<file path="src/rtl/sound_ctl_pkg.sv">
// Constants, message layout and state types for the playback and tone controller.
// Assumes a 100 MHz mclk and messages already parsed from the host link.
// Notes on behaviour
// - Codes 01 start, 02 stop, 03 stop-after-phrase
// - Codes 07 mute, 08 mute-after-phrase, 09 unmute
// - Start plays phrase for repeats, then idles
// - Repeat FF endless, FE 254, 00/01 once
// - Start while playing restarts new phrase
// - Stop now ends at once with fade-out
// - Stop-after-phrase ends when current phrase finishes
// - Stop ignores phrase and repeat fields
// - Dual start launches both channels together
// - Dual stop now ends both with fade-out
// - Dual stop-after-phrase ends each at phrase end
// - Status high while any playback runs
// - Mute now fades out, playback continues
// - Mute-after-phrase silences at phrase end
// - Data ending while muted idles, clears mute
// - Unmute fades in, playback continues
// - Tone control 01 single tone until 02
// - Square wave Hz equals code 001F..3E80
// - Pattern cycles tones 0..3 with gaps
// - Zero tone time ends pattern there
// - Times count in 10 ms units
// - Pattern repeat FF endless, 00/01 once
// - Amplifier output on 01, off 00
package sound_ctl_pkg;

  // ***********************
  // Timing
  // ***********************
  localparam int CLK_HZ = 100_000_000;
  localparam int CLK_PERIOD_NS = 10;
  localparam int TONE_UNIT_NS = 10_000_000;
  localparam int TONE_UNIT_CYCLES = TONE_UNIT_NS / CLK_PERIOD_NS;
  localparam logic [25:0] HALF_CLK_HZ = 26'(CLK_HZ / 2);

  // ***********************
  // Codes
  // ***********************
  localparam logic [7:0] CMD_START = 8'h01;
  localparam logic [7:0] CMD_STOP_NOW = 8'h02;
  localparam logic [7:0] CMD_STOP_PHRASE = 8'h03;
  localparam logic [7:0] CMD_MUTE_NOW = 8'h07;
  localparam logic [7:0] CMD_MUTE_PHRASE = 8'h08;
  localparam logic [7:0] CMD_UNMUTE = 8'h09;
  localparam logic [7:0] REP_ENDLESS = 8'hFF;
  localparam logic [7:0] REP_ONCE = 8'h01;
  localparam logic [7:0] TONE_PATTERN = 8'h00;
  localparam logic [7:0] TONE_SINGLE = 8'h01;
  localparam logic [7:0] TONE_STOP = 8'h02;
  localparam logic [7:0] AMP_ON = 8'h01;
  localparam logic [7:0] AMP_OFF = 8'h00;
  localparam logic [15:0] PITCH_MIN = 16'h001F;
  localparam logic [15:0] PITCH_MAX = 16'h3E80;
  localparam int MSG_FIFO_DEPTH = 16;

  typedef enum logic [1:0] {
    MSG_OUT_EN = 2'h0,
    MSG_CHANNEL = 2'h1,
    MSG_DUAL = 2'h2,
    MSG_TONE = 2'h3
  } msg_kind_e;

  typedef enum logic [1:0] {
    TONE_IDLE = 2'h0,
    TONE_ON = 2'h1,
    TONE_GAP = 2'h2
  } tone_state_e;

  typedef struct packed {
    logic [3:0][15:0] tone_pitch_hz;
    logic [3:0][7:0] tone_on_time;
    logic [3:0][7:0] tone_gap_time;
  } tone_cfg_s;

  // Channel message uses slot 0 of phrase and repeat fields
  typedef struct packed {
    msg_kind_e kind;
    logic chan;
    logic [7:0] cmd;
    logic [1:0][15:0] phrase_index;
    logic [1:0][7:0] play_repeat_count;
    tone_cfg_s tone;
    logic [7:0] tone_repeat;
  } msg_s;

  typedef struct packed {
    logic active;
    logic endless;
    logic stop_pend;
    logic mute;
    logic mute_pend;
    logic [7:0] rem;
    logic [15:0] phrase;
  } chan_s;

  typedef struct packed {
    tone_state_e st;
    logic [1:0] idx;
    logic [7:0] cnt;
    logic [7:0] rem;
    logic endless;
    logic single;
  } tone_s;

  localparam chan_s CHAN_RESET = '0;
  localparam tone_s TONE_RESET = '{st: TONE_IDLE, default: '0};

endpackage

</file>
<file path="src/rtl/msg_fifo.sv">
// Synchronous FIFO holding parsed host messages.
// Assumes one clock; reader may stall, writer sees honest ready.
`timescale 1ns/1ps
module msg_fifo #(
  parameter int WIDTH = 8,
  parameter int DEPTH = 16
) (
  input wire logic mclk,
  input wire logic reset,
  input wire logic in_valid,
  output logic in_ready,
  input wire logic [WIDTH-1:0] in_data,
  output logic out_valid,
  input wire logic out_ready,
  output logic [WIDTH-1:0] out_data
);
  localparam int AW = $clog2(DEPTH);

  logic [WIDTH-1:0] mem [DEPTH];
  logic [AW:0] wr_reg, wr_next, rd_reg, rd_next;
  logic push, pop;

  assign in_ready = (wr_reg - rd_reg) != (AW+1)'(DEPTH);
  assign out_valid = wr_reg != rd_reg;
  assign out_data = mem[rd_reg[AW-1:0]];
  assign push = in_valid && in_ready;
  assign pop = out_valid && out_ready;

  always_comb begin
    wr_next = push ? wr_reg + 1'b1 : wr_reg;
    rd_next = pop ? rd_reg + 1'b1 : rd_reg;
  end

  always_ff @(posedge mclk) begin
    if (reset) begin
      wr_reg <= '0;
      rd_reg <= '0;
    end else begin
      wr_reg <= wr_next;
      rd_reg <= rd_next;
    end
    if (push) begin
      mem[wr_reg[AW-1:0]] <= in_data;
    end
  end
endmodule

</file>
<file path="src/rtl/sound_playback_tone_control.sv">
// Command interpreter for two playback channels and a square-wave tone generator.
// Assumes the decode datapath reports phrase and sentence ends as one-cycle pulses.
`timescale 1ns/1ps
module sound_playback_tone_control #(
  parameter int TONE_TICK_CYCLES = sound_ctl_pkg::TONE_UNIT_CYCLES
) (
  input wire logic mclk,
  input wire logic reset,
  input wire logic msg_valid,
  input wire sound_ctl_pkg::msg_s msg,
  output logic msg_ready,
  input wire logic engine_ready,
  input wire logic [1:0] phrase_end,
  input wire logic [1:0] sentence_end,
  output logic [1:0] play_start,
  output logic [1:0][15:0] play_phrase,
  output logic [1:0] fade_out,
  output logic [1:0] fade_in,
  output logic [1:0] ch_muted,
  output logic [1:0] ch_active,
  output logic status_out,
  output logic amp_enable_out,
  output logic sound_pins_oe,
  output logic tone_wave,
  output logic tone_active,
  output logic cmd_error
);

  // ***********************
  // Message queue
  // ***********************
  sound_ctl_pkg::msg_s m;
  logic m_valid;
  logic take;

  msg_fifo #(
    .WIDTH($bits(sound_ctl_pkg::msg_s)),
    .DEPTH(sound_ctl_pkg::MSG_FIFO_DEPTH)
  ) u_fifo (
    .mclk(mclk),
    .reset(reset),
    .in_valid(msg_valid),
    .in_ready(msg_ready),
    .in_data(msg),
    .out_valid(m_valid),
    .out_ready(engine_ready),
    .out_data(m)
  );

  // Stalled datapath holds messages in the queue
  assign take = m_valid && engine_ready;

  function automatic logic pitch_ok(input logic [15:0] f);
    pitch_ok = (f >= sound_ctl_pkg::PITCH_MIN) && (f <= sound_ctl_pkg::PITCH_MAX);
  endfunction

  function automatic logic play_cmd_ok(input logic [7:0] c);
    play_cmd_ok = c inside {sound_ctl_pkg::CMD_START, sound_ctl_pkg::CMD_STOP_NOW,
      sound_ctl_pkg::CMD_STOP_PHRASE, sound_ctl_pkg::CMD_MUTE_NOW,
      sound_ctl_pkg::CMD_MUTE_PHRASE, sound_ctl_pkg::CMD_UNMUTE};
  endfunction

  // ***********************
  // Playback channels
  // ***********************
  sound_ctl_pkg::chan_s [1:0] ch_reg, ch_next;
  logic [1:0] start_next, fo_next, fi_next;
  logic [1:0] start_reg, fo_reg, fi_reg;
  logic err_next, err_reg;
  logic amp_reg, amp_next;
  logic play_ok, play_hit;
  logic [1:0] ch_hit;

  always_comb begin
    play_ok = play_cmd_ok(m.cmd);
    play_hit = take && (m.kind == sound_ctl_pkg::MSG_CHANNEL ||
      m.kind == sound_ctl_pkg::MSG_DUAL);
    for (int i = 0; i < 2; i++) begin
      ch_hit[i] = play_hit && play_ok &&
        (m.kind == sound_ctl_pkg::MSG_DUAL || m.chan == 1'(i));
    end
  end

  always_comb begin
    logic [7:0] rep;
    logic [15:0] ph;
    rep = '0;
    ph = '0;
    ch_next = ch_reg;
    start_next = '0;
    fo_next = '0;
    fi_next = '0;
    for (int i = 0; i < 2; i++) begin
      // Datapath events first; a command in the same cycle overrides them
      if (ch_reg[i].active && phrase_end[i]) begin
        if (ch_reg[i].stop_pend) begin
          ch_next[i] = sound_ctl_pkg::CHAN_RESET;
        end else if (ch_reg[i].mute_pend) begin
          ch_next[i].mute = 1'b1;
          ch_next[i].mute_pend = 1'b0;
          fo_next[i] = 1'b1;
        end
      end
      if (ch_reg[i].active && sentence_end[i] && ch_next[i].active) begin
        if (ch_reg[i].endless || ch_reg[i].rem > sound_ctl_pkg::REP_ONCE) begin
          if (!ch_reg[i].endless) begin
            ch_next[i].rem = ch_reg[i].rem - 1'b1;
          end
          start_next[i] = 1'b1;
        end else begin
          // Clears mute too, so the next playback is audible
          ch_next[i] = sound_ctl_pkg::CHAN_RESET;
        end
      end
      if (ch_hit[i]) begin
        ph = (m.kind == sound_ctl_pkg::MSG_DUAL) ? m.phrase_index[i] : m.phrase_index[0];
        rep = (m.kind == sound_ctl_pkg::MSG_DUAL) ? m.play_repeat_count[i] :
          m.play_repeat_count[0];
        case (m.cmd)
          sound_ctl_pkg::CMD_START: begin
            // Restart from the top even if already playing
            ch_next[i] = sound_ctl_pkg::CHAN_RESET;
            ch_next[i].active = 1'b1;
            ch_next[i].phrase = ph;
            ch_next[i].endless = rep == sound_ctl_pkg::REP_ENDLESS;
            ch_next[i].rem = (rep <= sound_ctl_pkg::REP_ONCE) ? sound_ctl_pkg::REP_ONCE : rep;
            start_next[i] = 1'b1;
          end
          sound_ctl_pkg::CMD_STOP_NOW: begin
            // Phrase and repeat fields are not looked at
            fo_next[i] = ch_reg[i].active;
            start_next[i] = 1'b0;
            ch_next[i] = sound_ctl_pkg::CHAN_RESET;
          end
          sound_ctl_pkg::CMD_STOP_PHRASE: begin
            ch_next[i].stop_pend = ch_next[i].active;
          end
          sound_ctl_pkg::CMD_MUTE_NOW: begin
            if (ch_next[i].active) begin
              ch_next[i].mute = 1'b1;
              ch_next[i].mute_pend = 1'b0;
              fo_next[i] = !ch_reg[i].mute;
            end
          end
          sound_ctl_pkg::CMD_MUTE_PHRASE: begin
            ch_next[i].mute_pend = ch_next[i].active && !ch_next[i].mute;
          end
          sound_ctl_pkg::CMD_UNMUTE: begin
            fi_next[i] = ch_next[i].mute;
            ch_next[i].mute = 1'b0;
            ch_next[i].mute_pend = 1'b0;
          end
          default: begin
            ch_next[i] = ch_next[i];
          end
        endcase
      end
    end
  end

  // ***********************
  // Tone generator
  // ***********************
  sound_ctl_pkg::tone_s tone_reg, tone_next;
  sound_ctl_pkg::tone_cfg_s cfg_reg, cfg_next;
  logic [19:0] tick_reg, tick_next;
  logic [25:0] acc_reg, acc_next;
  logic wave_reg, wave_next;
  logic tick, tone_hit, tone_ok, cfg_live;

  // Next tone entry, or wrap and count one pass
  function automatic sound_ctl_pkg::tone_s advance(input sound_ctl_pkg::tone_s t,
      input sound_ctl_pkg::tone_cfg_s c);
    sound_ctl_pkg::tone_s n;
    n = t;
    if (t.idx != 2'h3 && c.tone_on_time[t.idx + 2'h1] != 8'h00) begin
      n.idx = t.idx + 2'h1;
      n.st = sound_ctl_pkg::TONE_ON;
      n.cnt = c.tone_on_time[n.idx];
    end else if (t.endless || t.rem > sound_ctl_pkg::REP_ONCE) begin
      // Zero time ends the pass; later entries never play
      n.rem = t.endless ? t.rem : t.rem - 1'b1;
      n.idx = 2'h0;
      n.st = sound_ctl_pkg::TONE_ON;
      n.cnt = c.tone_on_time[0];
    end else begin
      n = sound_ctl_pkg::TONE_RESET;
    end
    advance = n;
  endfunction

  assign tick = tick_reg == 20'(TONE_TICK_CYCLES - 1);

  always_comb begin
    tone_hit = take && m.kind == sound_ctl_pkg::MSG_TONE;
    tone_ok = 1'b0;
    cfg_live = 1'b1;
    case (m.cmd)
      sound_ctl_pkg::TONE_SINGLE: tone_ok = pitch_ok(m.tone.tone_pitch_hz[0]);
      sound_ctl_pkg::TONE_STOP: tone_ok = 1'b1;
      sound_ctl_pkg::TONE_PATTERN: begin
        tone_ok = m.tone.tone_on_time[0] != 8'h00;
        for (int i = 0; i < 4; i++) begin
          cfg_live = cfg_live && m.tone.tone_on_time[i] != 8'h00;
          if (cfg_live && !pitch_ok(m.tone.tone_pitch_hz[i])) begin
            tone_ok = 1'b0;
          end
        end
      end
      default: tone_ok = 1'b0;
    endcase
  end

  always_comb begin
    tone_next = tone_reg;
    cfg_next = cfg_reg;
    tick_next = tick ? '0 : tick_reg + 20'h1;
    if (tick && !tone_reg.single) begin
      case (tone_reg.st)
        sound_ctl_pkg::TONE_ON: begin
          if (tone_reg.cnt <= 8'h01) begin
            if (cfg_reg.tone_gap_time[tone_reg.idx] != 8'h00) begin
              tone_next.st = sound_ctl_pkg::TONE_GAP;
              tone_next.cnt = cfg_reg.tone_gap_time[tone_reg.idx];
            end else begin
              tone_next = advance(tone_reg, cfg_reg);
            end
          end else begin
            tone_next.cnt = tone_reg.cnt - 8'h01;
          end
        end
        sound_ctl_pkg::TONE_GAP: begin
          if (tone_reg.cnt <= 8'h01) begin
            tone_next = advance(tone_reg, cfg_reg);
          end else begin
            tone_next.cnt = tone_reg.cnt - 8'h01;
          end
        end
        default: tone_next = tone_reg;
      endcase
    end
    if (tone_hit && tone_ok) begin
      tick_next = '0;
      tone_next = sound_ctl_pkg::TONE_RESET;
      if (m.cmd != sound_ctl_pkg::TONE_STOP) begin
        cfg_next = m.tone;
        tone_next.st = sound_ctl_pkg::TONE_ON;
        tone_next.cnt = m.tone.tone_on_time[0];
        tone_next.single = m.cmd == sound_ctl_pkg::TONE_SINGLE;
        tone_next.endless = m.tone_repeat == sound_ctl_pkg::REP_ENDLESS;
        tone_next.rem = (m.tone_repeat <= sound_ctl_pkg::REP_ONCE) ?
          sound_ctl_pkg::REP_ONCE : m.tone_repeat;
      end
    end
  end

  // Phase accumulator gives exact frequency without a divider
  always_comb begin
    logic [25:0] sum;
    sum = acc_reg + 26'(cfg_reg.tone_pitch_hz[tone_reg.idx]);
    acc_next = sum;
    wave_next = wave_reg;
    if (tone_reg.st != sound_ctl_pkg::TONE_ON || tone_next.st != tone_reg.st ||
        tone_next.idx != tone_reg.idx) begin
      acc_next = '0;
      wave_next = 1'b0;
    end else if (sum >= sound_ctl_pkg::HALF_CLK_HZ) begin
      acc_next = sum - sound_ctl_pkg::HALF_CLK_HZ;
      wave_next = !wave_reg;
    end
  end

  // ***********************
  // Output enable and errors
  // ***********************
  always_comb begin
    amp_next = amp_reg;
    err_next = 1'b0;
    if (take && m.kind == sound_ctl_pkg::MSG_OUT_EN) begin
      if (m.cmd == sound_ctl_pkg::AMP_ON || m.cmd == sound_ctl_pkg::AMP_OFF) begin
        amp_next = m.cmd == sound_ctl_pkg::AMP_ON;
      end else begin
        err_next = 1'b1;
      end
    end
    if ((play_hit && !play_ok) || (tone_hit && !tone_ok)) begin
      err_next = 1'b1;
    end
  end

  always_ff @(posedge mclk) begin
    if (reset) begin
      ch_reg <= '0;
      start_reg <= '0;
      fo_reg <= '0;
      fi_reg <= '0;
      err_reg <= 1'b0;
      amp_reg <= 1'b0;
      tone_reg <= sound_ctl_pkg::TONE_RESET;
      cfg_reg <= '0;
      tick_reg <= '0;
      acc_reg <= '0;
      wave_reg <= 1'b0;
    end else begin
      ch_reg <= ch_next;
      start_reg <= start_next;
      fo_reg <= fo_next;
      fi_reg <= fi_next;
      err_reg <= err_next;
      amp_reg <= amp_next;
      tone_reg <= tone_next;
      cfg_reg <= cfg_next;
      tick_reg <= tick_next;
      acc_reg <= acc_next;
      wave_reg <= wave_next;
    end
  end

  always_comb begin
    for (int i = 0; i < 2; i++) begin
      ch_active[i] = ch_reg[i].active;
      ch_muted[i] = ch_reg[i].mute;
      play_phrase[i] = ch_reg[i].phrase;
    end
  end

  assign play_start = start_reg;
  assign fade_out = fo_reg;
  assign fade_in = fi_reg;
  assign status_out = ch_reg[0].active || ch_reg[1].active;
  assign amp_enable_out = amp_reg;
  // Pins drive only once the host has switched them on
  assign sound_pins_oe = amp_reg;
  assign tone_wave = wave_reg && amp_reg;
  assign tone_active = tone_reg.st != sound_ctl_pkg::TONE_IDLE;
  assign cmd_error = err_reg;

  // ***********************
  // Checks
  // ***********************
  logic cmd0;
  assign cmd0 = ch_hit[0];
endmodule

</file>
<file path="config.mk">
export PLATFORM = sky130hd
export DESIGN_NAME = sound_playback_tone_control
export DESIGN_NICKNAME = d
export VERILOG_FILES = /design/src/rtl/sound_ctl_pkg.sv /design/src/rtl/msg_fifo.sv /design/src/rtl/sound_playback_tone_control.sv
export SDC_FILE = /design/constraint.sdc
export NUM_CORES = 2
export LEC_CHECK = 0
export BUFFER_PORTS_ARGS = -buffer_cell sky130_fd_sc_hd__buf_2
export CAP_MARGIN = 10
export CORE_MARGIN = 1
export CORE_UTILIZATION = 25
export DETAILED_ROUTE_END_ITERATION = 7
export GPL_ROUTABILITY_DRIVEN = 0
export MAX_ROUTING_LAYER = met4
export SYNTH_ARGS = -nofsm -noshare
export SYNTH_HDL_FRONTEND = slang
export SYNTH_HIERARCHICAL = 1
export SYNTH_SLANG_ARGS = --single-unit
</file>
<file path="constraint.sdc">
create_clock -name mclk -period 26.3 [get_ports mclk]
set_clock_uncertainty 0.05 [all_clocks]
set_input_delay 1.315 -clock mclk [delete_from_list [all_inputs] [get_ports mclk]]
set_output_delay 1.315 -clock mclk [all_outputs]
set_load 0.1 [all_outputs]
</file>
### Yosys cells after proc, flatten, opt, wreduce, memory -nomap -nowiden

Memory sizes are Yosys's and may differ from the RTL's. A register that Yosys moved wholly into a read port is not among the register bits.
Index checks and enable logic that the tools add are counted.

| word-level totals | value |
|---|---|
| bits in registers | 273 |
| bits in latches | 0 |
| RAM bits | 3,120 |
| bits in read-only memories | 0 |
| input port bits | 203 |
| word-level logic and storage cells | 278 |
| memories kept | 1 |

Memory list:

| name | words | bits a word | read ports | clocked after Yosys merged registers in | wr ports | line | source |
|---|---|---|---|---|---|---|---|
| u_fifo.mem | 16 | 195 | 1 | 1 | 1 | msg_fifo.sv:19 | `logic [WIDTH-1:0] mem [DEPTH];` |

| cells by class | value |
|---|---|
| $add $sub $neg | 11 |
| multipliers | 0 |
| divide/modulo/power cells | 0 |
| $lt $le $gt $ge | 18 |
| equal/unequal tests | 25 |
| shift operators | 0 |
| multiplexer cells | 98 |
| bitwise logic cells | 4 |
| reduce and logical (&&, ||, !) cells | 78 |

Operator list:

| operator | count |
|---|---|
| 29-bit 2-to-1 mux | 6 |
| 8-bit 2-to-1 mux | 14 |
| 24-bit case mux with 2 select lines | 2 |
| 16-bit by 5-bit greater-or-equal comparator with 1-bit output (second input constant) | 4 |
| 16-bit by 14-bit <= comparator with 1-bit output (second input constant) | 4 |
| 16-bit 2-to-1 mux | 4 |
| 24-bit 2-to-1 mux | 2 |
| 8-bit nonzero test | 6 |
| 22-bit 2-to-1 mux | 2 |
| 22-bit case mux with 2 select lines | 1 |
| 10-bit 2-to-1 mux | 4 |
| 1-bit logical AND | 33 |
| 16-bit binary-select mux with 2-bit select | 1 |
| 8-bit binary-select mux with 2-bit select | 2 |
| 8-bit by 1-bit <= comparator with 1-bit output (second input constant) | 4 |
| 8-bit by 1-bit subtractor with 8-bit output (second input constant) | 4 |
| 26-bit by 16-bit adder with 26-bit output | 1 |
| 26-bit greater-or-equal comparator (second input constant) | 1 |
| 1-bit 2-to-1 mux | 26 |
| 26-bit 2-to-1 mux | 1 |
| 26-bit subtractor (second input constant) | 1 |
| 8-bit == test (second input constant) | 3 |
| 8-bit by 1-bit greater-than comparator with 1-bit output (second input constant) | 3 |
| 20-bit by 1-bit adder with 20-bit output (second input constant) | 1 |
| other kinds (40) | 104 |

### Depth between registers and ports, before layout

| depth | value |
|---|---|
| depth after elaboration | 15 |
| mapped depth | 19 |
| gate-level depth less buffers | 15 |

### Cells and area by module

The synthesis kept the hierarchy.

Modules (own cells, without submodules):

| module | times used | cells an instance | area an instance (um^2) | sequential area each (um^2) |
|---|---|---|---|---|
| msg_fifo | 1 | 4,732 | 118,319.7 | 93,970.1 |
| sound_playback_tone_control | 1 | 1,799 | 14,398.8 | 5,265.0 |

### Worst setup path after synthesis

No wires, ideal clock.

| timing | value |
|---|---|
| path kind | input port to flip-flop |
| start point | input msg_valid |
| end point | memory u_fifo/mem[3][0] (netlist bit) (enable) |
| setup time | 1.227 ns |
| arrival time | 19.720 ns |
| setup slack | 5.304 ns |
| cell stages on the path | 2 |
| cells stage by stage | nand2_1 nor4_1 |

| on the way | value |
|---|---|
| cells in the longest elaborated chain, start to end | 3 |

Ends and longest elaborated chain:

| item | line | source |
|---|---|---|
| start: declaration | sound_playback_tone_control.sv:9 | `input wire logic msg_valid,` |
| 1-bit logical AND | msg_fifo.sv:26 | `assign push = in_valid && in_ready;` |
| 1-bit 2-to-1 mux | msg_fifo.sv:42 | `if (push) begin` |
| 1-bit 2-to-1 mux (implied by the code) | msg_fifo.sv:43 | `mem[wr_reg[AW-1:0]] <= in_data;` |
| end: declaration | msg_fifo.sv:19 |  |

Every way passes these cells.

==> results.cfg <==
[status]
status = finished clean

[cells_and_area]
n_fill_cell = 51200
syn_to_final_growth_pct = 15.4
nets = 7103
multi_input_area_um2 = 31500
mostFrequentLayoutCells = edfxtp_1 (3120), mux4_2 (910), nand2_1 (355)
fin_area_um2 = 153000
regArea_um2 = 99300
drive_gt1_share_pct = 26.1
final_common_cell = edfxtp_1
largest_reg_flops = 3120
final_cells = 14200

[pwr]
power.switching_uw = 3270
finalPower_uw = 13100
peakVddDrop_uv = 77.1
swShare_pct = 25.0
p_int_uw = 9800
p_clk_share_pct = 36.6
p_leak_uw = 0.0454
p_per_area_nw_per_um2 = 85.4
seq_power_share_pct = 46.9
pwr-share-comb_pct = 16.5

[synthesis]
synth.avg_cell_area_um2 = 20.3
synthDistinctLibCells = 90
netlist_area_um2 = 133000
yosysSeqAreaShare_pct = 74.8
synth_top_flop_cell = edfxtp_1
ys_ff_latch = 3397
syn_nets = 6777
yosysWarnings = 6
synth_edf_count = 3120
syn-instance-count = 6531
async_flop_share_pct = 0

[die]
core_um2 = 529000
die_area_um2 = 534000
num_io_pins = 252
die_w_um = 731
initial_utilization_pct = 25.1
die_y_um = 731
rows = 267

[worst_setup_path]
slowest_delay_ns = 1.04
crit_slowest_cell = dfxtp_4
cpMostUsedCell = buf_4
worstSetupStartpointType = register
worstSetupPathType = register to register
end_kind = register
critPathMaxFanout = 93
arrival_ns = 10.09
r2r_cells = 19
worst_ep_required_time_ns = 27.09
worst-path-buf-inv = 6
path_cells = buf_12, buf_4, buf_4, mux4_2, nor2b_1, a211oi_1, a21oi_1, nor3_1, a31oi_1, o41a_1, o21ai_0, buf_4, o21ai_0, nor2_4, buf_4, buf_4, nand2_1, or4_1, a21oi_1
cpLargestDelayFamily = buffers and inverters
reg2reg_slack_ns = 17.00
r2r_end = tone_reg[1]

[cts]
cts_resized = 0
post_cts_buffers = 0
tritoncts = yes
insertion_delay_ns = 0.92
clock_sink_count = 3397
htree_levels = 5
cts.clk_slew.worst_paths_ns = 0.07
cts-root-buf = clkbuf_16
numCtsBuffers = 334
clk_path_buf_depth = 4
hold_buffers = 0

[sta]
finalCriticalPeriod_ns = 9.30
slew_headroom_pct = 24.6
grt_setup_unrepaired = no
maxSlewViolCount = 0
finalHoldViolations = 0
fin_tns_setup_ns = 0
fin_crit_sh_pct = 35.3
fmax_mhz = 108
fin_ws_ns = 17.00
tightest_slew_ns = 1.13
finalSetupViolCount = 0

[placed_design]
portBuffers = 251
dpl_worst_slack_ns = 16.78
place_inst = 13500
dp_hpwl_mm = 204
dpl_cell_area_um2 = 142000

[worst_hold_path]
hold_class = register to register
min_from = cfg_reg[70]
hold_depth = 2
hold_path_end = cfg_reg[70]

[routing]
drt-total-wl_mm = 352
first_pass_iters = 6
ant_nets = 0
viasPerCell = 4.67
drc = 0
vias = 66400
routedWlPerCell_um = 24.8
drt-initial-drc-count = 6707

[grt]
grt_antenna_before_repair = 175
grt_pass1_wl_mm = 501
grt_overflow_total = 0
track_usage_pct = 13.2
grt_pass1_vias = 67300
grt_max_degree = 122

[run]
maxCapViolCount = 0
[cells by family (layout without fill, tap and decap cells)]
logic type                 Yosys count  after routing  share of synthesized area (%)
DFF                               3397           3397                           74.8
xor gates and xnor gates            51             51                          0.337
other                                0            110                              0
buffers and inverters              428           1023                           1.56
muxes                             1044           1044                           16.5
adders and majority gates           43             43                          0.411
and+or+nand+nor                    903            903                           3.32
AOI/OAI and AO/OA                  665            665                           3.11
[layer usage]
metal / track usage (%) / share of wire [%] / vias up
met5: - / 0 / -
met4: 2.87 / 2.1 / 0
met3: 3.78 / 8.0 / 572
met2: 21.4 / 49 / 2340
met1: 16.5 / 41 / 35700
li1: - / - / 27800
[power by group through the flow]
stage	sequential [uW]	clock, uW	combinational [uW]
3_3_place_gp	6240	0	2190
3_5_place_dp	6250	0	2210
4_1_cts	6130	4880	2220
2_1_floorplan	6250	0	1570
5_1_grt	6140	5080	2320
6_report	6130	4790	2160
[synthesized netlist by cell type, drive strengths merged (6+ instances only)]
master,number,area (um^2)
a32oi,7,61.3
nor2,158,596
or3,11,68.8
buf,199,1200
nand4,15,93.8
o21ai,72,364
dfxtp,277,5550
nor3,42,236
nand2b,14,87.6
a21oi,316,1580
edfxtp,3120,93700
and2,12,75.1
xor2,24,210
or4,19,143
nor3b,7,68.8
nor2b,114,721
xnor2,27,236
a22oi,43,323
ha,42,526
mux2,21,236
mux4,912,20500
a221oi,6,52.6
nor4,32,221
and3,41,257
o31ai,8,60.1
inv,41,154
clkbuf,188,708
a31oi,17,113
o21a,8,60.1
a21o,11,82.6
mux2i,111,1110
nand3,59,295
a211oi,110,841
nand2,357,1340
o211ai,16,125
[worst max path at each step]
stage / endpoint / slack (ns) / depth (start not counted)
CTS: tone_reg[1] / 16.77 / 17
finish: tone_reg[1] / 17.00 / 19
detailed placement: tone_reg[1] / 16.78 / 17
global route: tone_reg[1] / 16.39 / 17
global placement: tone_reg[1] / 16.70 / 17
floorplan: u_fifo/mem[3][0] / 5.30 / 2
[through the flow]
stage / utilization (%) / hold WS (ns)
finish: 29.0 / 0.403
global route: 29.0 / 0.421
CTS: 28.9 / 0.406
detailed placement: 26.9 / 0.397
global placement: 26.9 / 0.389
floorplan: - / 0.380
[tightest hold or removal path: stages (launching register included)]
cell,delay (ns)
dfxtp_1,0.31
nand2_1,0.05
a21oi_1,0.05
[layout make-up]
class,count,share of cell area (%)
Antenna cell,110,0.180
Clock buffer,410,5.78
Clock inverter,195,1.32
Inverter,41,0.100
Multi-Input combinational cell,2706,20.6
Sequential cell,3397,64.8
Tap cell,6994,5.71
Timing Repair Buffer,377,1.55
Power figures use the tool's default switching activity.
